`src/hdl/dao_params.svh`:
```
// Purpose: constants for the dual converter output interface
// Assumes: 100 MHz system clock, period 10 ns
// Notes:   times in ns, cycle counts derived from them
`ifndef DAO_PARAMS_SVH
`define DAO_PARAMS_SVH

`define DAO_CLK_PERIOD_NS 10
`define DAO_WORD_W 8
`define DAO_PIPE_DEPTH 3
`define DAO_PDN_ENTER_NS 200
`define DAO_PDN_EXIT_NS 200
// least times round up to whole cycles
`define DAO_PDN_ENTER_CYC \
  ((`DAO_PDN_ENTER_NS + `DAO_CLK_PERIOD_NS - 1) / `DAO_CLK_PERIOD_NS)
`define DAO_PDN_EXIT_CYC \
  ((`DAO_PDN_EXIT_NS + `DAO_CLK_PERIOD_NS - 1) / `DAO_CLK_PERIOD_NS)
`define DAO_CNT_W 6
`define DAO_BUF_DEPTH 2
`define DAO_IDX_W 1
`define DAO_CNT_W2 2
`define DAO_CNT_ZERO 6'h00
`define DAO_CNT_ONE 6'h01
`define DAO_WORD_ZERO 8'h00
`define DAO_PIPE_ZERO 2'h0
`define DAO_LAT_DONE 2'h3

`endif

```
`src/hdl/dao_pkg.sv`:
```
// Purpose: types for the dual converter output interface
// Assumes: included constants header
// Notes:   power state machine state type
`include "dao_params.svh"
package dao_pkg;
  typedef enum logic [1:0] {
    DAO_ST_RUN,
    DAO_ST_DOWN,
    DAO_ST_WAKE
  } dao_state_t;
endpackage

```
`src/hdl/dao_buf.sv`:
```
// Purpose: two-entry valid/ready buffer for word pairs
// Assumes: single clock, async active-low reset
// Notes:   flush empties it when the outputs are released
`timescale 1ns/1ps
`default_nettype none
`include "dao_params.svh"
module dao_buf
  import dao_pkg::*;
(
  // clock and reset
  input wire logic clk,
  input wire logic resetn,
  input wire logic flush,
  // filling side
  input wire logic in_valid,
  output logic in_ready,
  input wire logic [2*`DAO_WORD_W-1:0] in_data,
  // draining side
  output logic out_valid,
  input wire logic out_ready,
  output logic [2*`DAO_WORD_W-1:0] out_data
);
  typedef struct packed {
    logic [`DAO_BUF_DEPTH-1:0][2*`DAO_WORD_W-1:0] mem;
    logic [`DAO_IDX_W-1:0] rd;
    logic [`DAO_IDX_W-1:0] wr;
    logic [`DAO_CNT_W2-1:0] cnt;
  } dao_buf_st_t;

  dao_buf_st_t st;
  dao_buf_st_t next_st;
  logic push;
  logic pop;

  //////////////////////////////////////////////////////////////////////
  // handshakes; ready is honest full, so a stall backs up the source
  assign in_ready = (st.cnt != 2'(`DAO_BUF_DEPTH));
  assign out_valid = (st.cnt != `DAO_PIPE_ZERO);
  assign out_data = st.mem[st.rd];
  assign push = in_valid && in_ready;
  assign pop = out_valid && out_ready;

  // next state
  always_comb begin
    next_st = st;
    if (push) begin
      next_st.mem[st.wr] = in_data;
      next_st.wr = st.wr + 1'b1;
    end
    if (pop) begin
      next_st.rd = st.rd + 1'b1;
    end
    next_st.cnt = st.cnt + {1'b0, push} - {1'b0, pop};
    if (flush) begin
      next_st.rd = '0;
      next_st.wr = '0;
      next_st.cnt = '0;
    end
  end

  // state register
  always_ff @(posedge clk or negedge resetn) begin
    if (!resetn) begin
      st <= '0;
    end else begin
      st <= next_st;
    end
  end
endmodule // dao_buf
`default_nettype wire

```
`src/hdl/dao_top.sv`:
```
// Purpose: digital side of a dual 8-bit sampling converter
// Assumes: clk is the conversion clock; held-sample inputs are synchronous
// Notes:   outputs are three-state as two data words with one shared enable and valid
// Function
// power-down high releases both output buses to high impedance
// controller waits 200 ns after power-down before relying on release
// 200 ns recovery, then words valid three clocks later; here word_valid rises five clocks after run returns
// conversion clock runs between 5 and 60 MSPS; here the constants and the bench use a 100 MHz clock
// conversion clock near 50% duty, within plus or minus 10%
// one shared clock drives both channels, no interleaving
// one power-down input stops and starts both channels together
// unused power-down input is held low
// both channels sample together on each rising clock edge; here only on edges while running with room in the buffer
// each word appears three clock cycles after its sample; here it shows four edges after its sample in a steady stream
// words are straight offset binary, zero at negative full scale
// capture logic registers both words on the same edge
`timescale 1ns/1ps
`default_nettype none
`include "dao_params.svh"
module dao_top
  import dao_pkg::*;
(
  // clock and reset
  input wire logic clk,
  input wire logic resetn,
  // quantised samples, already offset binary
  input wire logic [`DAO_WORD_W-1:0] sample_a,
  input wire logic [`DAO_WORD_W-1:0] sample_b,
  // power-down select, high stops both channels
  input wire logic shutdown_select,
  // receiver stall
  input wire logic word_ready,
  // output buses
  output logic [`DAO_WORD_W-1:0] channel_a_word,
  output logic [`DAO_WORD_W-1:0] channel_b_word,
  output logic word_oe,
  output logic word_valid
);
  localparam int ENTER_CYC = `DAO_PDN_ENTER_CYC;
  localparam int EXIT_CYC = `DAO_PDN_EXIT_CYC;

  typedef struct packed {
    dao_state_t state;
    logic [`DAO_CNT_W-1:0] tmr;
    logic [`DAO_CNT_W2-1:0] fill;
    logic [`DAO_PIPE_DEPTH-1:0][2*`DAO_WORD_W-1:0] pipe;
    logic [`DAO_WORD_W-1:0] a_q;
    logic [`DAO_WORD_W-1:0] b_q;
    logic oe;
    logic vld;
  } dao_top_st_t;

  dao_top_st_t st;
  dao_top_st_t next_st;
  logic run;
  logic buf_in_ready;
  logic buf_out_valid;
  logic [2*`DAO_WORD_W-1:0] buf_out_data;
  logic take;
  logic out_load;

  //////////////////////////////////////////////////////////////////////
  // run only in normal conversion; gates pipeline and buffer
  assign run = (st.state == DAO_ST_RUN);
  // only trust the pipe once three fresh samples have passed
  assign take = run && (st.fill == `DAO_LAT_DONE);
  // the output pair reloads only when it is empty or being taken this
  // edge; popping on ready alone would drop the pair held in the output
  // register at the first edge of a stall
  assign out_load = !st.vld || word_ready;

  dao_buf u_buf (
    .clk(clk),
    .resetn(resetn),
    .flush(!run),
    .in_valid(take),
    .in_ready(buf_in_ready),
    .in_data(st.pipe[`DAO_PIPE_DEPTH-1]),
    .out_valid(buf_out_valid),
    .out_ready(out_load),
    .out_data(buf_out_data)
  );

  //////////////////////////////////////////////////////////////////////
  // next state: power sequencing, sample pipeline, output registers
  always_comb begin
    next_st = st;
    // both channels share one edge and one shift chain
    if (run && buf_in_ready) begin
      next_st.pipe[0] = {sample_a, sample_b};
      for (int i = 1; i < `DAO_PIPE_DEPTH; i++) begin
        next_st.pipe[i] = st.pipe[i-1];
      end
      if (st.fill != `DAO_LAT_DONE) begin
        next_st.fill = st.fill + 2'h1;
      end
    end
    case (st.state)
      DAO_ST_RUN: begin
        if (shutdown_select) begin
          next_st.state = DAO_ST_DOWN;
          next_st.tmr = 6'(ENTER_CYC);
        end
      end
      DAO_ST_DOWN: begin
        // release lands well inside the enter window
        if (st.tmr != `DAO_CNT_ZERO) begin
          next_st.tmr = st.tmr - `DAO_CNT_ONE;
        end
        if (!shutdown_select) begin
          next_st.state = DAO_ST_WAKE;
          next_st.tmr = 6'(EXIT_CYC);
        end
      end
      DAO_ST_WAKE: begin
        if (shutdown_select) begin
          next_st.state = DAO_ST_DOWN;
          next_st.tmr = 6'(ENTER_CYC);
        end else if (st.tmr == `DAO_CNT_ONE) begin
          next_st.state = DAO_ST_RUN;
          next_st.tmr = `DAO_CNT_ZERO;
        end else begin
          next_st.tmr = st.tmr - `DAO_CNT_ONE;
        end
      end
      default: begin
        next_st.state = DAO_ST_DOWN;
      end
    endcase
    // stale pipeline words must not leak after recovery
    if (!run) begin
      next_st.fill = `DAO_PIPE_ZERO;
    end
    // outputs; coding passes through unchanged as offset binary
    next_st.oe = !shutdown_select && run;
    // the pair in the output register stays put until the receiver
    // takes it, so a stall never overwrites a word nobody has seen
    if (!run || shutdown_select) begin
      next_st.vld = 1'h0;
    end else if (out_load) begin
      next_st.vld = buf_out_valid;
    end
    if (run && out_load && buf_out_valid) begin
      next_st.a_q = buf_out_data[2*`DAO_WORD_W-1:`DAO_WORD_W];
      next_st.b_q = buf_out_data[`DAO_WORD_W-1:0];
    end
  end

  // state register
  always_ff @(posedge clk or negedge resetn) begin
    if (!resetn) begin
      st <= '0;
    end else begin
      st <= next_st;
    end
  end

  assign channel_a_word = st.a_q;
  assign channel_b_word = st.b_q;
  assign word_oe = st.oe;
  assign word_valid = st.vld;
endmodule // dao_top
`default_nettype wire

```
`config.mk`:
```
export PLATFORM = sky130hd
export DESIGN_NAME = dao_top
export DESIGN_NICKNAME = d
export VERILOG_FILES = /design/src/hdl/dao_pkg.sv /design/src/hdl/dao_buf.sv /design/src/hdl/dao_top.sv
export VERILOG_INCLUDE_DIRS = /design/src /design/src/hdl
export SDC_FILE = /design/constraint.sdc
export NUM_CORES = 1
export LEC_CHECK = 0
export BUFFER_PORTS_ARGS = -buffer_cell sky130_fd_sc_hd__buf_2
export CAP_MARGIN = 15
export CORE_AREA = 2 2 94 96
export DETAILED_ROUTE_END_ITERATION = 8
export DIE_AREA = 0 0 96 98
export GPL_TIMING_DRIVEN = 0
export PLACE_DENSITY = 0.77
export SLEW_MARGIN = 40
export SYNTH_ARGS = -nofsm -noshare
export SYNTH_HDL_FRONTEND = slang
export SYNTH_SLANG_ARGS = --single-unit
```
`constraint.sdc`:
```
create_clock -name clk -period 2.2 [get_ports clk]
set_input_delay 0.11 -clock clk [delete_from_list [all_inputs] [get_ports clk]]
set_output_delay 0.11 -clock clk [all_outputs]
set_load 0.005 [all_outputs]
```
==> key figures <==
Yosys
  – Syn nets: 476
  – Ys Warns: 0
  – Post-synthesis cell area: between 0.004 and 0.005 sq mm
  – Seq/Total Area, Yosys: between 50% and 60%
  – Avg Cell Area, Syn: between 10 and 15 sq um
  – Mapped Cells: about 450
  – Synthesized flop and latch total: roughly 110
  – Yosys cell types: 42

Critical path
  – Worst Path Arrival: 2.24 ns
  – WP data required: about 2.5 ns
  – CP max stage delay: about 0.42 ns
  – R2R setup slack: about 0.22 ns
  – RR Startpoint: st[74]
  – Ordered list of cells on the worst path: inv_1, ha_1, clkbuf_1, nand2_2, buf_2, mux2_2
  – Setup crit end kind: register
  – Worst Path Max Fanout: 10
  – R2R Path End: channel_a_word[7]
  – Setup CP Type: reg2reg
  – CP startpoint kind: register
  – Crit path max-delay cell type: dfrtp_1
  – FF-to-FF path depth: 6

STA
  – Final period util: between 80% and 90%
  – Slew HR: 54.8%
  – Final-report hold violation count: 0
  – Fmax: just over 500 MHz
  – Worst slew pin tran: between 0.6 and 0.7 ns
  – Worst Hold Margin: approximately 0.035 ns
  – Max-slew violation count: 0
  – Post-Route Skew: between 0.009 and 0.01 ns
  – Unrepaired setup endpoints after global routing: false
  – Post-route minimum period: 1.98 ns
  – Final setup vio count: 0

Cells and area
  – # nets final: 542
  – Commonest non-fill, non-tap cell in the layout: nand2_1
  – Area Growth Syn to Fin: 15.4%
  – Layout cell share with drive strength beyond 1: between 20% and 30%
  – Antenna diode count: 0
  – Most frequent cells in the layout: nand2_1, dfrtp_1, mux2_2

Pwr
  – PwrDens: about 1100 mW/mm^2
  – Leakage: 0.00310 uW
  – VDD IR max: about 850 uV
  – Total power: just over 6000 uW

Routing
  – Number of DRC markers in iteration 0: approximately 130
  – M1 wire length: approximately 4000 microns
  – Residual DRC count: 0
  – Antenna Nets Post-Route: 0
  – DR WL met3: around 230 microns
  – WL/cell: 13.7 microns
  – Routed wl met2: slightly above 4000 microns
  – Vias: 3192
  – DRT Pass-1 Iters: 4
  – Vias per std cell: between 5 and 6
  – Final WL: approximately 8600 microns
  – DR top layer: met4

Clock network
  – Clock tree root buffer cell: clkbuf_8
  – Sink Count: about 110
  – Longest Clk Path Bufs: 2
  – Worst-skew pair later-pin latency: about 0.37 ns
  – Post-CTS Setup Inserts: 0
  – CTS tree: built
  – Clock slew at reported path FFs: around 0.10 ns
  – Htree depth: 3
  – Num CTS Buffers: 9

Global routing
  – Total GRT Usage: 20.6%
  – GRT overflow: 0
  – Initial antenna violation count: 0
  – Pin count of the biggest net entering global routing: between 60 and 70
  – Vias in the first global route: about 3300
  – Global-route wire length before repair: 15100 microns

Placed design
  – Hpwl dp: 5860 microns
  – PortBufs: 37
  – RD Place Congestion: approximately 0.74

Die
  – Die Footprint: between 0.009 and 0.01 sq mm
  – Io pins: 38
  – Chip height: ~98 microns
  – Core Box Area: approximately 0.0085 sq mm
  – Die X: roughly 96 microns
  – Initial Util: between 50 and 60%
  – Rows: 34

Job
  – Max Cap Viol: 0

Run status
  – Result of the run: finished clean

Worst hold path
  – Hold Path End: word_valid
  – Hold path depth: 3
  – HP Start: word_ready
  – Hold Crit Class: in2reg
-- power by group --
group / switching, uW / internal, uW / total, uW
logic: 1010 / 745 / 1760
clock network: 707 / 691 / 1400
registers: 379 / 2620 / 3000
total: 2100 / 4050 / 6150
-- repair_timing --
| item | CTS | global route |
|---|---|---|
| gates resized for setup | 0 | 1 |
| endpoints found under the hold margin | 67 | 0 |
| setup endpoints to repair | 0 | 10 |
| hold buffers | 17 | 0 |
-- cells in the mapped netlist, drive strengths merged --
| cell type | number | area (sq um) |
|---|---|---|
| a31oi | 1 | 6.26 |
| nand2 | 152 | 573 |
| o31ai | 4 | 30.0 |
| xnor2 | 3 | 26.3 |
| o21ai | 4 | 20.0 |
| a211oi | 1 | 7.51 |
| o211ai | 1 | 7.51 |
| nand3 | 1 | 10.0 |
| nand2b | 4 | 27.5 |
| o22ai | 1 | 6.26 |
| nor3b | 1 | 7.51 |
| xor2 | 2 | 17.5 |
| nor2b | 3 | 18.8 |
| and2 | 6 | 37.5 |
| nor3 | 3 | 15.0 |
| or3 | 3 | 18.8 |
| o2bb2ai | 1 | 8.76 |
| inv | 10 | 37.5 |
| a211o | 3 | 26.3 |
| a2bb2oi | 1 | 8.76 |
| nor2 | 7 | 26.3 |
| o311ai | 1 | 26.3 |
| o21a | 3 | 22.5 |
| ha | 9 | 113 |
| a21o | 1 | 7.51 |
| and3b | 1 | 8.76 |
| dfrtp | 112 | 2800 |
| a21boi | 1 | 7.51 |
| clkbuf | 8 | 30.0 |
| nor4b | 1 | 8.76 |
| or4 | 1 | 7.51 |
| mux2i | 1 | 10.0 |
| nor4 | 1 | 6.26 |
| mux2 | 65 | 769 |
| buf | 28 | 191 |
| a21oi | 2 | 10.0 |
-- worst max path at each step --
stage                start                 to  slack (ns)  cells past startpoint
floorplan           st[74]       u_buf.st[10]        0.45                      7
global placement    resetn  channel_b_word[3]       -0.19                      1
detailed placement  st[74]  channel_a_word[7]        0.09                      6
CTS                 st[74]  channel_b_word[4]        0.08                      6
global route        st[74]  channel_b_word[4]        0.07                      6
finish              st[74]  channel_a_word[7]        0.22                      6
-- state kept, by name, indices dropped and copies added, names as in the netlist --
name            cells
word_valid          1
word_oe             1
st                 58
channel_b_word      8
u_buf.st           36
channel_a_word      8
-- worst max-delay path: cells and delay by family (launching register included) --
kind          cells  cell delay, ns
simple gates      1            0.21
fa+ha+maj         1            0.22
mux               1            0.30
flops             1            0.42
buf+inv           3            0.72
-- area by class of cell --
| class | instances | area, sq um |
|---|---|---|
| sequential | 112 | 2800 |
| timing repair buffer | 55 | 393 |
| buffer | 36 | 221 |
| clock inverter | 6 | 97.6 |
| inverter | 10 | 37.5 |
| multi-input combinational | 289 | 1900 |
| clock buffer | 10 | 138 |
| tap | 108 | 135 |
| fill | 636 | 2740 |
-- routing by layer --
layer,global-route usage (%),vias up
met3,4.01,12
met4,7.25,0
met1,28.6,1547
met5,0,-
li1,-,1584
met2,32.5,49
-- per-stage QoR --
stage	setup TNS (ns)	std cells	area, sq um	worst slack (ns)	util, %
4_1_cts	0	626	5720	0.0806	67.6
3_3_place_gp	-21.19	592	5280	-0.194	62.4
2_1_floorplan	0	447	4960	0.454	-
3_5_place_dp	0	593	5320	0.0925	62.8
6_report	0	626	5720	0.221	67.6
5_1_grt	0	626	5720	0.0701	67.6
-- kinds of logic after synthesis --
| logic type | synth area share (%) |
|---|---|
| AOI/OAI and AO/OA | 3.94 |
| adders and majority gates | 2.27 |
| DFF | 56.5 |
| buffers and inverters | 5.22 |
| muxes | 15.7 |
| xor gates and xnor gates | 0.883 |
| and+or+nand+nor | 15.4 |
No activity file was read; power rests on OpenSTA's default activity.
